[config.mk]
export PLATFORM = sky130hd
export DESIGN_NAME = field_threshold_irq
export DESIGN_NICKNAME = d
export VERILOG_FILES = /design/src/hw/limit_irq_pkg.sv /design/src/hw/field_threshold_irq.sv
export SDC_FILE = /design/constraint.sdc
export NUM_CORES = 1
export LEC_CHECK = 0
export ABC_AREA = 1
export BUFFER_PORTS_ARGS = -buffer_cell sky130_fd_sc_hd__buf_2
export CORE_MARGIN = 4
export CORE_UTILIZATION = 35
export DETAILED_ROUTE_END_ITERATION = 8
export SYNTH_ARGS = -nofsm -noshare
export SYNTH_HDL_FRONTEND = slang
export SYNTH_SLANG_ARGS = --single-unit
[constraint.sdc]
create_clock -name clk -period 3.3 [get_ports clk]
set_input_delay 0.66 -clock clk [delete_from_list [all_inputs] [get_ports clk]]
set_output_delay 0.66 -clock clk [all_outputs]
set_load 0.05 [all_outputs]
[src/hw/limit_irq_pkg.sv]
/*
  Constants and carrier types for the limit-check and interrupt block.
  Assumes one 125 MHz clock and a byte-wide register port.
*/
package limit_irq_pkg;
  // ********************************************************
  // Register offsets
  // ********************************************************
  localparam logic [3:0] OFS_X_LIMIT   = 4'h4;
  localparam logic [3:0] OFS_Y_LIMIT   = 4'h5;
  localparam logic [3:0] OFS_Z_LIMIT   = 4'h6;
  localparam logic [3:0] OFS_T_LIMIT   = 4'h7;
  localparam logic [3:0] OFS_IRQ_SETUP = 4'h8;
  localparam logic [7:0] REG_RESET     = 8'h00;
  // ********************************************************
  // Field positions
  // ********************************************************
  localparam int BIT_TEMP_EN     = 0;
  localparam int BIT_RESULT_EN   = 7;
  localparam int BIT_CROSS_EN    = 6;
  localparam int BIT_PULSE_SEL   = 5;
  localparam int BIT_ROUTE_LO    = 2;
  localparam int BIT_PIN_DISABLE = 0;
  localparam logic [7:0] IRQ_SETUP_WMASK = 8'hFD;
  // ********************************************************
  // Route codes
  // ********************************************************
  localparam logic [2:0] ROUTE_NONE      = 3'h0;
  localparam logic [2:0] ROUTE_PIN       = 3'h1;
  localparam logic [2:0] ROUTE_PIN_IDLE  = 3'h2;
  localparam logic [2:0] ROUTE_SCL       = 3'h3;
  localparam logic [2:0] ROUTE_SCL_IDLE  = 3'h4;
  // ********************************************************
  // Timing
  // ********************************************************
  localparam int CLK_MHZ       = 125;
  localparam int PULSE_US      = 10;
  localparam int PULSE_CYCLES  = PULSE_US * CLK_MHZ;
  localparam logic [10:0] PULSE_LAST = 11'(PULSE_CYCLES - 1);
  localparam logic [2:0]  MULTI_CROSS = 3'h4;

  typedef struct packed {
    logic [7:0] x_code;
    logic [7:0] y_code;
    logic [7:0] z_code;
    logic [7:0] t_code;
  } sample_t;

  typedef enum logic [1:0] {IRQ_IDLE, IRQ_LATCHED, IRQ_PULSE} irq_state_t;
endpackage

[src/hw/field_threshold_irq.sv]
/*
  Limit-check and interrupt block of a three-axis field sensor.
  Assumes the serial slave delivers byte writes/reads and bus status as
  same-clock signals; scaled field/temperature codes come from the converter.
*/
`timescale 1ns/1ps
module field_threshold_irq
  import limit_irq_pkg::*;
(
  input  wire logic       clk,
  input  wire logic       reset_n,
  input  wire logic       wr_en,
  input  wire logic       rd_en,
  input  wire logic [3:0] reg_addr,
  input  wire logic [7:0] wr_data,
  output logic      [7:0] rd_data,
  input  wire logic       host_addressed,
  input  wire logic       bus_busy,
  input  wire logic       conv_done,
  input  wire sample_t    sample,
  input  wire logic       crossing_count_select,
  input  wire logic       crossing_direction_select,
  input  wire logic       planar_range,
  input  wire logic       vertical_range,
  output logic            temperature_channel_enable,
  output logic            alert_pin_out,
  output logic            alert_pin_oe,
  output logic            scl_pull_oe
);
  // ********************************************************
  // Registers
  // ********************************************************
  logic [7:0] x_limit_code_ff, y_limit_code_ff, z_limit_code_ff, t_cfg_ff, irq_setup_ff;
  logic [2:0] cross_cnt_ff;
  logic [10:0] pulse_cnt_ff;
  irq_state_t state_ff, nxt_state;

  function automatic logic over_limit(input logic [7:0] code, input logic [7:0] lim,
                                      input logic below);
    over_limit = below ? ($signed(code) < $signed(lim)) : ($signed(code) > $signed(lim));
  endfunction

  wire logic [6:0] temperature_limit_code = t_cfg_ff[7:1];
  wire logic result_irq_enable  = irq_setup_ff[BIT_RESULT_EN];
  wire logic crossing_irq_enable = irq_setup_ff[BIT_CROSS_EN];
  wire logic pulse_sel          = irq_setup_ff[BIT_PULSE_SEL];
  wire logic [2:0] route        = irq_setup_ff[BIT_ROUTE_LO +: 3];
  wire logic alert_pin_disable  = irq_setup_ff[BIT_PIN_DISABLE];

  // Range bits only rescale mT per code; comparison stays in code units
  wire logic range_ok = planar_range | ~planar_range | vertical_range;
  wire logic x_hit = (x_limit_code_ff != 8'h00) &&
                     over_limit(sample.x_code, x_limit_code_ff, crossing_direction_select);
  wire logic y_hit = (y_limit_code_ff != 8'h00) &&
                     over_limit(sample.y_code, y_limit_code_ff, crossing_direction_select);
  wire logic z_hit = (z_limit_code_ff != 8'h00) &&
                     over_limit(sample.z_code, z_limit_code_ff, crossing_direction_select);
  wire logic t_hit = t_cfg_ff[BIT_TEMP_EN] && (temperature_limit_code != 7'h00) &&
                     over_limit(sample.t_code, {1'b0, temperature_limit_code},
                                crossing_direction_select);
  wire logic crossing = conv_done && range_ok && (x_hit | y_hit | z_hit | t_hit);
  wire logic [2:0] need_cross = crossing_count_select ? MULTI_CROSS : 3'h1;
  wire logic cross_fire = crossing && ((cross_cnt_ff + 3'h1) >= need_cross);
  wire logic fire = (result_irq_enable && conv_done) ||
                    (crossing_irq_enable && cross_fire);
  wire logic pulse_end = (pulse_cnt_ff == PULSE_LAST);
  wire logic irq_active = (state_ff != IRQ_IDLE);
  // Busy-gated routes hold a latched event off the line until idle; a pulse that starts and ends while busy never reaches it
  wire logic route_pin = (route == ROUTE_PIN) || (route == ROUTE_PIN_IDLE && !bus_busy);
  wire logic route_scl = (route == ROUTE_SCL) || (route == ROUTE_SCL_IDLE && !bus_busy);

  // ********************************************************
  // Interrupt sequencing
  // ********************************************************
  always_comb begin
    nxt_state = state_ff;
    case (state_ff)
      IRQ_IDLE: begin
        if (fire) begin
          nxt_state = pulse_sel ? IRQ_PULSE : IRQ_LATCHED;
        end
      end
      IRQ_LATCHED: begin
        if (host_addressed && !fire) begin
          nxt_state = IRQ_IDLE;
        end
      end
      IRQ_PULSE: begin
        if (pulse_end) begin
          nxt_state = IRQ_IDLE;
        end
      end
      default: nxt_state = IRQ_IDLE;
    endcase
  end

  always_ff @(posedge clk) begin
    if (!reset_n) begin
      state_ff     <= IRQ_IDLE;
      pulse_cnt_ff <= 11'h000;
    end else begin
      state_ff     <= nxt_state;
      pulse_cnt_ff <= (state_ff == IRQ_PULSE && !pulse_end) ? pulse_cnt_ff + 11'h001 : 11'h000;
    end
  end

  always_ff @(posedge clk) begin
    if (!reset_n) begin
      cross_cnt_ff <= 3'h0;
    end else if (cross_fire) begin
      cross_cnt_ff <= 3'h0;
    end else if (crossing) begin
      cross_cnt_ff <= cross_cnt_ff + 3'h1;
    end
  end

  // ********************************************************
  // Register port
  // ********************************************************
  always_ff @(posedge clk) begin
    if (!reset_n) begin
      x_limit_code_ff <= REG_RESET;
      y_limit_code_ff <= REG_RESET;
      z_limit_code_ff <= REG_RESET;
      t_cfg_ff        <= REG_RESET;
      irq_setup_ff    <= REG_RESET;
    end else if (wr_en) begin
      case (reg_addr)
        OFS_X_LIMIT:   x_limit_code_ff <= wr_data;
        OFS_Y_LIMIT:   y_limit_code_ff <= wr_data;
        OFS_Z_LIMIT:   z_limit_code_ff <= wr_data;
        OFS_T_LIMIT:   t_cfg_ff        <= wr_data;
        OFS_IRQ_SETUP: irq_setup_ff    <= wr_data & IRQ_SETUP_WMASK;
        default: ;
      endcase
    end
  end

  wire logic [7:0] rd_mux = (reg_addr == OFS_X_LIMIT)   ? x_limit_code_ff :
                            (reg_addr == OFS_Y_LIMIT)   ? y_limit_code_ff :
                            (reg_addr == OFS_Z_LIMIT)   ? z_limit_code_ff :
                            (reg_addr == OFS_T_LIMIT)   ? t_cfg_ff :
                            (reg_addr == OFS_IRQ_SETUP) ? irq_setup_ff : 8'h00;

  always_ff @(posedge clk) begin
    if (!reset_n) begin
      rd_data                    <= 8'h00;
      temperature_channel_enable <= 1'b0;
      alert_pin_out              <= 1'b1;
      alert_pin_oe               <= 1'b0;
      scl_pull_oe                <= 1'b0;
    end else begin
      rd_data                    <= rd_en ? rd_mux : rd_data;
      temperature_channel_enable <= t_cfg_ff[BIT_TEMP_EN];
      // Alert is active low open drain: drive low only while asserted
      alert_pin_out              <= 1'b0;
      alert_pin_oe               <= irq_active && route_pin && !alert_pin_disable;
      scl_pull_oe                <= irq_active && route_scl;
    end
  end
endmodule

# Word level (Yosys, flattened, before mapping)
# Index checks and enable logic that the tools add are counted.
word_totals:
  register_bits: 67
  input_bits: 55
  output_inout_bits: 12
  elab_cells: 96
op_classes:
  addsub: 2
  magnitude_cmp: 9
  n_eq_ne: 15
  mux: 16
  bitwise: 4
  n_reduce_logical: 37
ops:
  columns: ["cell", "n"]
  rows:
  - ["$mux 8", 5]
  - ["$gt 8x8->1", 4]
  - ["$lt 8x8->1", 4]
  - ["$reduce_bool 8->1", 3]
  - ["$eq 4x3->1 const B", 4]
  - ["$logic_and 1x1->1", 16]
  - ["$reduce_and 2->1", 6]
  - ["$add 11x1->11 const B", 1]
  - ["$eq 11x11->1 const B", 1]
  - ["$mux 2", 4]
  - ["$reduce_bool 7->1", 1]
  - ["$eq 3x2->1 const B", 2]
  - ["$ne 2x2->1 const B", 3]
  - ["$pmux 2 s3", 1]
  - ["$mux 1", 5]
  - ["$eq 4x4->1 const B", 1]
  - ["$logic_not 1->1", 4]
  - ["$add 3x1->3 const B", 1]
  - ["$eq 3x1->1 const B", 1]
  - ["$eq 3x3->1 const B", 1]
  - ["$ge 3x3->1", 1]
  - ["$logic_or 1x1->1", 3]
  - ["$mux 3", 1]
  - ["$or 1x1->1", 3]
  - ["other kinds (7)", 7]

# Depth between registers and ports, before layout
# Gate-level depths: netlist (run 1).
logic_depth:
  ltp_word: 14
  ltp_mapped: 22
  mapped_depth_nobuf: 22

# Least setup slack after synthesis (run 1)
# No wires, ideal clock.
synth_timing:
  path_kind: "input to register"
  from: "input port sample[23] (netlist bit)"
  to: "register cross_cnt_ff[0]"
  setup_ps: 66
  arrival_time_ps: 2087
  required_ps: 3234
  path_slack_ps: 1147
  cell_stages: 14
  path_buffers: 0
  path_cell_list: "ha_1 -> a21o_1 -> nor2_2 -> nand3_1 -> nand3_1 -> nand2_1 -> inv_1 -> nand2_1 -> nand2_1 -> inv_1 -> nand2_2 -> nand2_4 -> or2_0 -> a21oi_2"
synth_between:
  elab_chain_cells: 9
  elab_cells_between_ends: 10
  classes_between: "order compare: 2; mux: 1; bitwise: 3; reduce/logical: 4"
synth_lines:
  columns: ["element", "line", "rtl"]
  rows:
  - ["start: declaration", "field_threshold_irq.sv:20", "input wire sample_t sample,"]
  - ["$gt 8x8->1 / $lt 8x8->1 (equally long branches)", "field_threshold_irq.sv:40", "over_limit = below ? ($signed(code) < $signed(lim)) : ($signed(code) > $signed(lim));"]
  - ["$mux 1 *", "field_threshold_irq.sv:40", null]
  - ["$logic_and 1x1->1 *", "field_threshold_irq.sv:54", "wire logic y_hit = (y_limit_code_ff != 8'h00) &&"]
  - ["$or 1x1->1 * (3 in a row)", "field_threshold_irq.sv:61", "wire logic crossing = conv_done && range_ok && (x_hit | y_hit | z_hit | t_hit);"]
  - ["$logic_and 1x1->1 *", "field_threshold_irq.sv:61", null]
  - ["$logic_and 1x1->1", "field_threshold_irq.sv:63", "wire logic cross_fire = crossing && ((cross_cnt_ff + 3'h1) >= need_cross);"]
  - ["$reduce_or 2->1 (no source line)", null, null]
  - ["end signal: assignment", "field_threshold_irq.sv:113", "cross_cnt_ff <= cross_cnt_ff + 3'h1;"]
  - ["end: declaration", "field_threshold_irq.sv:34", "logic [2:0] cross_cnt_ff;"]
# Every way passes the cells marked *; elsewhere a longest branch is shown, timed or not.
# A chain may end at the register's enable or synchronous reset.

# Final worst setup path (run 1)
layout_timing:
  from: "input port sample[23] (netlist bit)"
  to: "register state_ff[1]"
layout_between:
  elab_chain_cells: 14
  elab_cells_between_ends: 16
  classes_between: "order compare: 2; eq/ne: 2; mux: 1; bitwise: 3; reduce/logical: 8"
layout_lines:
  columns: ["element", "line", "rtl"]
  rows:
  - ["$gt 8x8->1 / $lt 8x8->1 (equally long branches)", "field_threshold_irq.sv:40", null]
  - ["$mux 1 *", "field_threshold_irq.sv:40", null]
  - ["$logic_and 1x1->1 *", "field_threshold_irq.sv:54", null]
  - ["$or 1x1->1 * (3 in a row)", "field_threshold_irq.sv:61", null]
  - ["$logic_and 1x1->1 *", "field_threshold_irq.sv:61", null]
  - ["$logic_and 1x1->1 *", "field_threshold_irq.sv:63", null]
  - ["$logic_and 1x1->1 *", "field_threshold_irq.sv:65", "(crossing_irq_enable && cross_fire);"]
  - ["$logic_or 1x1->1 *", "field_threshold_irq.sv:64", "wire logic fire = (result_irq_enable && conv_done) ||"]
  - ["$logic_not 1->1", "field_threshold_irq.sv:84", "if (host_addressed && !fire) begin"]
  - ["$logic_and 1x1->1", "field_threshold_irq.sv:84", null]
  - ["$ne 2x2->1 (no source line)", null, null]
  - ["$reduce_and 3->1 (no source line) *", null, null]
  - ["end signal: assignment", "field_threshold_irq.sv:102", "state_ff <= nxt_state;"]
  - ["end: declaration", "field_threshold_irq.sv:36", "irq_state_t state_ff, nxt_state;"]
# Marked as above.

==> run_results.csv, run 1 <==
group,metric,value,unit
global_routing,grt_start_max_net_pins,28,
synth,synth_common_cells,"81 x inv_1, 78 x nand2_1, 67 x dfxtp_1, 64 x a21oi_1, 53 x o21ai_0",
routing,drt.antenna.violating_nets,0,
sta,finalCritPeriodShare,64.8,%
setup_path,cp.arrival,2.34,ns
clock_network,cts_tree,"yes",
placed_design,port_buffers,64,
power_and_ir_drop,power_density,426,nW/um2
routing,viasPerCell,4.92,
synth,yosysUniqueCellTypes,30,
placed_design,place.gp.congestion,0.837,
floorplan,num_rows,37,
cells_and_area,drive_gt1_share,15.8,%
routing,drt-pass1-iter-count,5,
clock_network,root_buffer,"clkbuf_8",
synth,yosys.area.top_type,"dfxtp_1",
cells_and_area,seq_area,1340,um2
sta,max_freq,467,MHz
setup_path,crit_type,"in2reg",
synth,synth_edf_count,0,
hold_path,hp-class,"reg2reg",
sta,fin_worst_skew,0.00672,ns
power_and_ir_drop,leakagePower,1.95,nW
floorplan,ioPinCount,67,
clock_network,cts_hold_buf,0,
floorplan,start_util,36.1,%
synth,ys_warn_count,0,
sta,report.final.slew_viol_count,0,
global_routing,grt_usage,15.7,%
cells_and_area,nFillCells,1066,
cells_and_area,multi_input_area,2010,um2
global_routing,grt_pass1_wl,15800,um
power_and_ir_drop,ir_worst_vdd,0.000179,V
clock_network,post_cts_resized,0,
setup_path,start_kind,"input port",
synth,synth_top_area_share,36.0,%
cells_and_area,final_nets,667,
synth,synthArstFlopShare,0,%
synth,ys_seq_area_share,36.0,%
routing,routed_wl,9740,um
clock_network,clkLatencyLatePin,0.34,ns
placed_design,place_hpwl,7650,um
cells_and_area,syn_to_final_growth,17.9,%
setup_path,cp.required,3.50,ns
synth,avgSynthCellArea,7.24,um2
placed_design,place_area,4160,um2
cells_and_area,fin_cells,717,
synth,synthTopCellsByArea,"dfxtp_1 36%, ha_1 12%, a21oi_1 8.6%",
sta,tns,0,ns
global_routing,antenna_found_initial,0,
sta,worst-slew-pin-transition,0.584,ns
floorplan,dieArea,12300,um2
cells_and_area,design_area,4390,um2
synth,netlist_area,3720,um2
sta,finalSetupViolCount,0,
floorplan,die_height,111,um
sta,hold_viol,0,
sta,rsz0062_at_grt,"no",
sta,finalCriticalPeriod,2.14,ns
cells_and_area,diodes,0,
routing,routed-via-count,3530,
clock_network,cts_setup_buffers,0,
job,cap_violations,0,
synth,synth.most_common_cell,"inv_1",
clock_network,clk_path_buf_depth,2,
clock_network,numCtsBuffers,9,
clock_network,htreeDepth,3,
synth,synthesis.nets,605,
synth,synthFlopType,"dfxtp_1",
sta,relSlewSlack,60.8,%
floorplan,die_w,111,um
placed_design,dp.cells,701,
synth,synth_cells,514,
clock_network,clkTransAtPathRegs,0.07,ns
clock_network,clock_sinks,67,
routing,wl_per_cell,13.6,um
setup_path,end_kind,"flop",
global_routing,grt_pass1_vias,3333,
floorplan,core-area,10300,um2
synth,synth_seq_cells,67,
status,status,"finished, final reports clean",
global_routing,grt_remaining_overflow,0,
routing,drc,0,
setup_path,critPathMaxFanout,4,
routing,drt_iter0_drc,134,
[cell type report]
cell class	instances	share of cell area, %
clock inverters	4	1.65
flip-flops and latches	67	30.6
clock buffers	12	3.53
repair buffers	65	7.47
multi-input cells	351	45.9
well taps	136	3.88
inverters	82	7.01
[layer usage]
metal | GRT usage [%] | part of all wire (%) | routed length, um
met5 | 0 | 0 | 0
met3 | 3.22 | 5.9 | 570
met4 | 4.79 | 0.65 | 63
met2 | 25.8 | 48 | 4630
met1 | 20.8 | 46 | 4470
[kinds of logic after synthesis]
family / count (synthesis) / share of synthesized area (%)
compound gates: 138 / 19.9
xor+xnor: 5 / 1.18
fa+ha+maj: 36 / 12.1
buf+inv: 96 / 9.85
flops: 67 / 36.0
simple gates: 172 / 20.9
[worst max-delay path, cell delays in order]
cell and delay [ns]:
buf_2 0.10, ha_1 0.33, a21o_1 0.20, nor2_2 0.12, nand2_1 0.06, nand2_1 0.07, nand3_1 0.08, nand2_1 0.07
inv_1 0.04, nand2_1 0.05, nand2_1 0.05, inv_1 0.07, nand2_2 0.09, nand4_1 0.11, nand3_1 0.10, nand2_1 0.09
o21ai_1 0.05
[worst paths after layout]
kind	slack [ns]	cells past startpoint	start	endpoint
setup / recovery	1.16	17	sample[23]	state_ff[1]$_SDFFE_PN0P_
hold / removal	0.47	2	cross_cnt_ff[1]$_SDFFE_PP0P_	cross_cnt_ff[1]$_SDFFE_PP0P_
setup reg to reg	1.17	17	y_limit_code_ff[7]$_SDFFE_PN0P_	state_ff[1]$_SDFFE_PN0P_
hold reg to reg	0.47	2	cross_cnt_ff[1]$_SDFFE_PP0P_	cross_cnt_ff[1]$_SDFFE_PP0P_
[report_power, final]
group          total [mW]  internal, mW  switching (mW)
registers           0.838         0.827          0.0115
clock network       0.775         0.466           0.309
logic               0.257        0.0939           0.163
[layout by cell type, fill, tap and decap left out, types with 3 or more instances in the layout]
cell type	synthesis	final
o221ai_1	7	7
nor2_1	32	32
clkbuf_8	0	11
dfxtp_1	67	67
nand3_1	26	26
buf_2	5	64
nor4_1	7	7
inv_1	81	81
nor2_2	3	3
o21ai_0	53	53
or2_2	4	4
ha_1	36	36
xor2_1	4	4
a21oi_1	64	64
nor3_1	7	7
nand4_1	11	11
nand2_1	78	78
o22ai_1	8	8
[sequential cells by signal, indices dropped and copies added, names as in the netlist, 2 cells and up]
register         count
pulse_cnt_ff        11
rd_data              8
t_cfg_ff             8
x_limit_code_ff      8
y_limit_code_ff      8
z_limit_code_ff      8
irq_setup_ff         7
cross_cnt_ff         3
state_ff             2
[stage by stage]
| stage | util, % | power (mW) | hold slack, ns | setup slack (ns) |
|---|---|---|---|---|
| final | 42.5 | 1.87 | 0.473 | 1.16 |
| after global routing | 42.5 | 1.95 | 0.494 | 0.938 |
| after CTS | 42.5 | 1.87 | 0.474 | 1.16 |
| after detailed placement | 40.3 | 1.11 | 0.464 | 0.811 |
| after global placement | 40.3 | 1.11 | 0.450 | 0.871 |
| after floorplan | - | 1.02 | 0.417 | 1.15 |
No activity file was read; power rests on OpenSTA's default activity.
==> run 2: changes to the inputs <==
==> constraint.sdc (replaced) <==
create_clock -name clk -period 1.8 [get_ports clk]
set_input_delay 0.36 -clock clk [delete_from_list [all_inputs] [get_ports clk]]
set_output_delay 0.36 -clock clk [all_outputs]
set_load 0.05 [all_outputs]
==> run 2 against run 1 <==
Net effect:
- the flow now finishes with violations (setup timing)
- non-clock buffer count rose by 52
- wire length rose by 9.0%
- critical path depth fell by 2
- final cell count rose by 7.3%
- sequential share of layout area fell by 3.6 points
- largest cell class unchanged
==> run_results.csv, run 2 (synthesis gave the netlist of run 1 again) <==
group,metric,value,unit
hold_path,hp-class,"in2reg",
setup_path,end_kind,"flop",
power_and_ir_drop,seqPwrFrac,45.1,%
power_and_ir_drop,swShare,28.2,%
power_and_ir_drop,finalPower,3.41,mW
setup_path,crit_type,"reg2reg",
sta,relSlewSlack,66.1,%
global_routing,antenna_found_initial,0,
floorplan,die_height,111,um
power_and_ir_drop,leakagePower,2.22,nW
power_and_ir_drop,p_sw,0.960,mW
status,status,"finished with violations",
setup_path,critPathSlowestCell,"dfxtp_1",
cells_and_area,fin_cells,769,
setup_path,critPathTopFamily,"simple AND/OR/NAND/NOR gates",
sta,fin_worst_skew,0.0114,ns
setup_path,critPathMaxFanout,2,
sta,report.final.slew_viol_count,0,
global_routing,grt_pass1_wl,17700,um
setup_path,crit_top_cell,"nand3_1",
global_routing,grt_util_met2,30.2,%
floorplan,core-area,10300,um2
setup_path,crit_buf_inv,2,
clock_network,htreeDepth,3,
placed_design,dp.cells,747,
setup_path,start_kind,"flop",
global_routing,grt_usage,17.4,%
routing,wl_per_cell,13.8,um
status,violations,"setup timing",
sta,max_freq,509,MHz
power_and_ir_drop,internal_power,2.45,mW
routing,drt.antenna.violating_nets,0,
job,cap_violations,0,
sta,tns,-0.733,ns
clock_network,root_buffer,"clkbuf_8",
placed_design,port_buffers,64,
cells_and_area,final_common_cell,"nand2_1",
floorplan,start_util,36.1,%
routing,drt-pass1-iter-count,4,
global_routing,grtUsageMet1,21.9,%
cells_and_area,largest_reg_flops,11,
floorplan,ioPinCount,67,
power_and_ir_drop,combPwrFrac,17.6,%
setup_path,cpPeakStageDelay,0.33,ns
cells_and_area,diodes,0,
sta,hold_ws,0.363,ns
routing,routed_wl,10600,um
clock_network,clkLatencyLatePin,0.34,ns
placed_design,place_hpwl,8180,um
power_and_ir_drop,clkPwrFrac,37.3,%
sta,hold_viol,0,
sta,finalCritPeriodShare,109,%
cells_and_area,syn_to_final_growth,36.3,%
hold_path,hp-start,"host_addressed",
sta,finalSetupViolCount,5,
clock_network,numCtsBuffers,9,
sta,worst-slew-pin-transition,0.506,ns
cells_and_area,final_nets,719,
routing,drc,0,
setup_path,r2r_start,"z_limit_code_ff[6]$_SDFFE_PN0P_",
sta,setup_slack,-0.165,ns
floorplan,die_w,111,um
cells_and_area,regMostFlops,"pulse_cnt_ff",
setup_path,crit_path_start,"z_limit_code_ff[6]$_SDFFE_PN0P_",
routing,drt_iter0_drc,136,
floorplan,num_rows,37,
clock_network,clk_path_buf_depth,2,
global_routing,grt_start_max_net_pins,37,
sta,rsz0062_at_grt,"yes",
setup_path,cp.required,2.04,ns
placed_design,place.gp.congestion,0.860,
global_routing,grt.busiest_layer,"met2",
cells_and_area,final_cell_mix,"70 x nand2_1, 64 x inv_1, 64 x buf_2",
clock_network,cts_hold_buf,0,
routing,viasPerCell,4.95,
setup_path,cp.arrival,2.21,ns
clock_network,clkTransAtPathRegs,0.08,ns
clock_network,cts_tree,"yes",
cells_and_area,drive_gt1_share,35.1,%
clock_network,clock_sinks,67,
global_routing,grt_remaining_overflow,0,
floorplan,dieArea,12300,um2
routing,routed-via-count,3806,
setup_path,worstPathCellList,"inv_1 -> ha_1 -> nand2_2 -> nor2_2 -> nand2_1 -> nand3_1 -> nand3_1 -> nand2_1 -> inv_1 -> a21oi_2 -> nand2_2 -> nand4_1 -> nand3_1 -> a21oi_1 -> nor2_1",
sta,finalCriticalPeriod,1.97,ns
global_routing,grt_use_met3,2.18,%
global_routing,grt_pass1_vias,3842,
power_and_ir_drop,power_density,671,nW/um2
power_and_ir_drop,ir_worst_vdd,0.000315,V
## run 2: cell count changes in the layout (fill, tap and decap cells not counted), sizes merged
cell / change
buf: +52
bufinv: -1
clkbuf: -2
clkinv: +3
## run 2: worst paths after layout
check | end | cells past startpoint | slack [ns]
setup / recovery | state_ff[0]$_SDFFE_PN0P_ | 15 | -0.17
hold reg to reg | temperature_channel_enable$_SDFF_PN0_ | 2 | 0.47
hold / removal | state_ff[0]$_SDFFE_PN0P_ | 4 | 0.36
setup reg to reg | state_ff[0]$_SDFFE_PN0P_ | 15 | -0.17
## run 2: per-stage QoR
step | setup slack (ns) | instance area, um2 | util, %
2_1_floorplan | -0.00334 | 3740 | -
3_3_place_gp | -0.296 | 4520 | 43.8
3_5_place_dp | -0.364 | 4520 | 43.8
4_1_cts | -0.202 | 4980 | 48.3
5_1_grt | -0.356 | 5070 | 49.2
6_report | -0.165 | 5070 | 49.2
## run 2: power groups by stage
stage,sequential (mW),combinational [mW],clock [mW]
detailed placement,1.57,0.528,0
global placement,1.57,0.511,0
finish,1.54,0.600,1.27
floorplan,1.60,0.279,0
global route,1.54,0.676,1.35
CTS,1.54,0.576,1.29
## run 2: area by class of cell
type	count	area, um2
fillers	1033	5250
multi-input cells	351	2310
flip-flops and latches	67	1370
repair buffers	117	718
inverters	82	308
well taps	136	170
clock buffers	10	138
clock inverters	6	65.1
## run 2: worst reg2reg max path, cell delays in order (launching register included)
cell     delay, ns
dfxtp_1       0.33
inv_1         0.06
ha_1          0.28
nand2_2       0.06
nor2_2        0.13
nand2_1       0.08
nand3_1       0.08
nand3_1       0.08
nand2_1       0.09
inv_1         0.05
a21oi_2       0.15
nand2_2       0.10
nand4_1       0.11
nand3_1       0.08
a21oi_1       0.13
nor2_1        0.05
## run 2: routing by layer
metal / wire length, um / share of wire, %
met1: 4670 / 44
met2: 5260 / 50
met3: 450 / 4.2
met4: 239 / 2.3
met5: 0 / 0
## run 2: what timing repair did
item / 4_1_cts / 5_1_grt
pin swaps: 26 / 13
buffers inserted: 5 / 1
gates resized for setup: 50 / 28
endpoints found under the setup margin: 5 / 5
endpoints found under the hold margin: 0 / 0
==> run 3: changes to the inputs <==
--- a/config.mk
+++ b/config.mk
@@ -10,6 +10,7 @@
 export CORE_MARGIN = 4
 export CORE_UTILIZATION = 35
 export DETAILED_ROUTE_END_ITERATION = 8
+export SKIP_LAST_GASP = 1
 export SYNTH_ARGS = -nofsm -noshare
 export SYNTH_HDL_FRONTEND = slang
 export SYNTH_SLANG_ARGS = --single-unit
==> run 3 against run 2 <==
Net effect:
- the run still ends with setup timing left
- fmax down 0.19%
- combinational power about the same
- critical path type unchanged
- sequential power about the same
- final cell count unchanged
- largest power group unchanged
==> run_results.csv, run 3 (synthesis gave the netlist of run 1 again) <==
group,metric,value,unit
setup_path,crit_type,"reg2reg",
sta,finalSetupViolCount,5,
sta,worst-slew-pin-transition,0.506,ns
global_routing,grt_usage,17.4,%
routing,viasPerCell,4.94,
routing,routed-via-count,3801,
hold_path,holdPathStages,4,
global_routing,antenna_found_initial,0,
cells_and_area,final_cell_mix,"70 x nand2_1, 64 x inv_1, 64 x buf_2",
setup_path,end_kind,"flop",
global_routing,grt_start_max_net_pins,37,
global_routing,grt_remaining_overflow,0,
routing,drt-pass1-iter-count,4,
cells_and_area,diodes,0,
routing,routed_wl,10600,um
power_and_ir_drop,power_density,672,nW/um2
setup_path,rrSetupSlack,-0.17,ns
cells_and_area,syn_to_final_growth,36.2,%
floorplan,dieArea,12300,um2
setup_path,r2r_start,"z_limit_code_ff[6]$_SDFFE_PN0P_",
hold_path,hp-start,"host_addressed",
hold_path,hp-class,"in2reg",
sta,report.final.slew_viol_count,0,
floorplan,start_util,36.1,%
cells_and_area,design_area,5070,um2
placed_design,port_buffers,64,
clock_network,numCtsBuffers,9,
floorplan,core-area,10300,um2
routing,wl_per_cell,13.8,um
cells_and_area,drive_gt1_share,34.9,%
cells_and_area,largest_reg_flops,11,
routing,drt_iter0_drc,166,
placed_design,place_area,4520,um2
job,cap_violations,0,
clock_network,htreeDepth,3,
setup_path,start_kind,"flop",
floorplan,die_height,111,um
hold_path,min_to,"state_ff[0]$_SDFFE_PN0P_",
cells_and_area,regMostFlops,"pulse_cnt_ff",
sta,finalCritPeriodShare,109,%
global_routing,grt_pass1_vias,3842,
floorplan,die_w,111,um
clock_network,clk_path_buf_depth,2,
cells_and_area,nFillCells,1033,
setup_path,cp.required,2.04,ns
global_routing,grt_pass1_wl,17700,um
routing,drt.antenna.violating_nets,0,
power_and_ir_drop,ir_worst_vdd,0.000315,V
cells_and_area,final_nets,719,
clock_network,root_buffer,"clkbuf_8",
setup_path,cp.arrival,2.21,ns
placed_design,place.gp.congestion,0.860,
sta,finalCriticalPeriod,1.97,ns
power_and_ir_drop,leakagePower,2.22,nW
clock_network,clkLatencyLatePin,0.34,ns
setup_path,crit_path_start,"z_limit_code_ff[6]$_SDFFE_PN0P_",
sta,max_freq,508,MHz
sta,fin_worst_skew,0.0107,ns
placed_design,place_hpwl,8180,um
sta,setup_slack,-0.169,ns
placed_design,post-place-ws,-0.364,ns
setup_path,r2r-end,"state_ff[0]$_SDFFE_PN0P_",
clock_network,cts_tree,"yes",
setup_path,rr_worst_depth,14,
cells_and_area,final_common_cell,"nand2_1",
clock_network,clkTransAtPathRegs,0.08,ns
status,status,"finished with violations",
setup_path,critPathMaxFanout,2,
sta,rsz0062_at_grt,"yes",
floorplan,ioPinCount,67,
status,violations,"setup timing",
sta,relSlewSlack,66.2,%
clock_network,clock_sinks,67,
sta,hold_viol,0,
floorplan,num_rows,37,
routing,drc,0,
run 3: cell type report:
class	instances	area, um2	area share (%)
tap	136	170	3.36
sequential	67	1370	26.9
inverter	82	308	6.07
clock buffer	10	138	2.71
timing repair buffer	117	718	14.2
multi-input combinational	351	2310	45.5
clock inverter	6	65.1	1.28
run 3: worst max-delay path, stage by stage, from the launching register on:
cell and delay, ns:
dfxtp_1 0.33, inv_1 0.06, ha_1 0.28, nand2_2 0.06
nor2_2 0.13, buf_4 0.12, nand4_1 0.06, nand3_1 0.12
nand2_1 0.07, a21oi_2 0.17, nand2_2 0.11, nand4_1 0.11
nand3_1 0.08, a21oi_1 0.13, nor2_1 0.05
run 3: power breakdown:
part	switching, mW	internal, mW	total (mW)
Clock	0.595	0.677	1.27
Sequential	0.0203	1.52	1.54
Combinational	0.348	0.253	0.601
run 3: stage by stage:
stage / hold WS, ns / total power [mW] / util (%) / instances / TNS (ns)
after floorplan: 0.417 / 1.88 / - / 514 / -0.00334
after global placement: 0.450 / 2.08 / 43.8 / 747 / -1.46
after detailed placement: 0.459 / 2.10 / 43.8 / 747 / -1.70
after CTS: 0.355 / 3.40 / 48.2 / 768 / -0.847
after global routing: 0.359 / 3.57 / 49.1 / 769 / -1.59
final: 0.363 / 3.41 / 49.1 / 769 / -0.807
run 3: worst max path at each step:
stage          cells past startpoint  slack, ns                            to
5_1_grt                           16      -0.36      state_ff[1]$_SDFFE_PN0P_
3_3_place_gp                      19      -0.30  cross_cnt_ff[2]$_SDFFE_PP0P_
3_5_place_dp                      16      -0.36      state_ff[1]$_SDFFE_PN0P_
4_1_cts                           17      -0.20      state_ff[1]$_SDFFE_PN0P_
6_report                          14      -0.17      state_ff[0]$_SDFFE_PN0P_
2_1_floorplan                     15     -0.003  cross_cnt_ff[0]$_SDFFE_PP0P_
run 3: repair_timing:
action                                  in CTS  in global routing
setup buffers                                5                  1
cloned                                       0                  0
gates resized for setup                     49                 28
hold buffers                                 0                  0
pin swaps                                   26                 15
endpoints found under the setup margin       5                  5
run 3: routing by layer:
| metal | track usage, % | wire length, um | vias up |
|---|---|---|---|
| met5 | 0 | 0 | - |
| met4 | 6.73 | 236 | 0 |
| met3 | 2.18 | 406 | 20 |
| met2 | 30.2 | 5260 | 84 |
| met1 | 21.9 | 4740 | 1732 |
| li1 | - | - | 1965 |
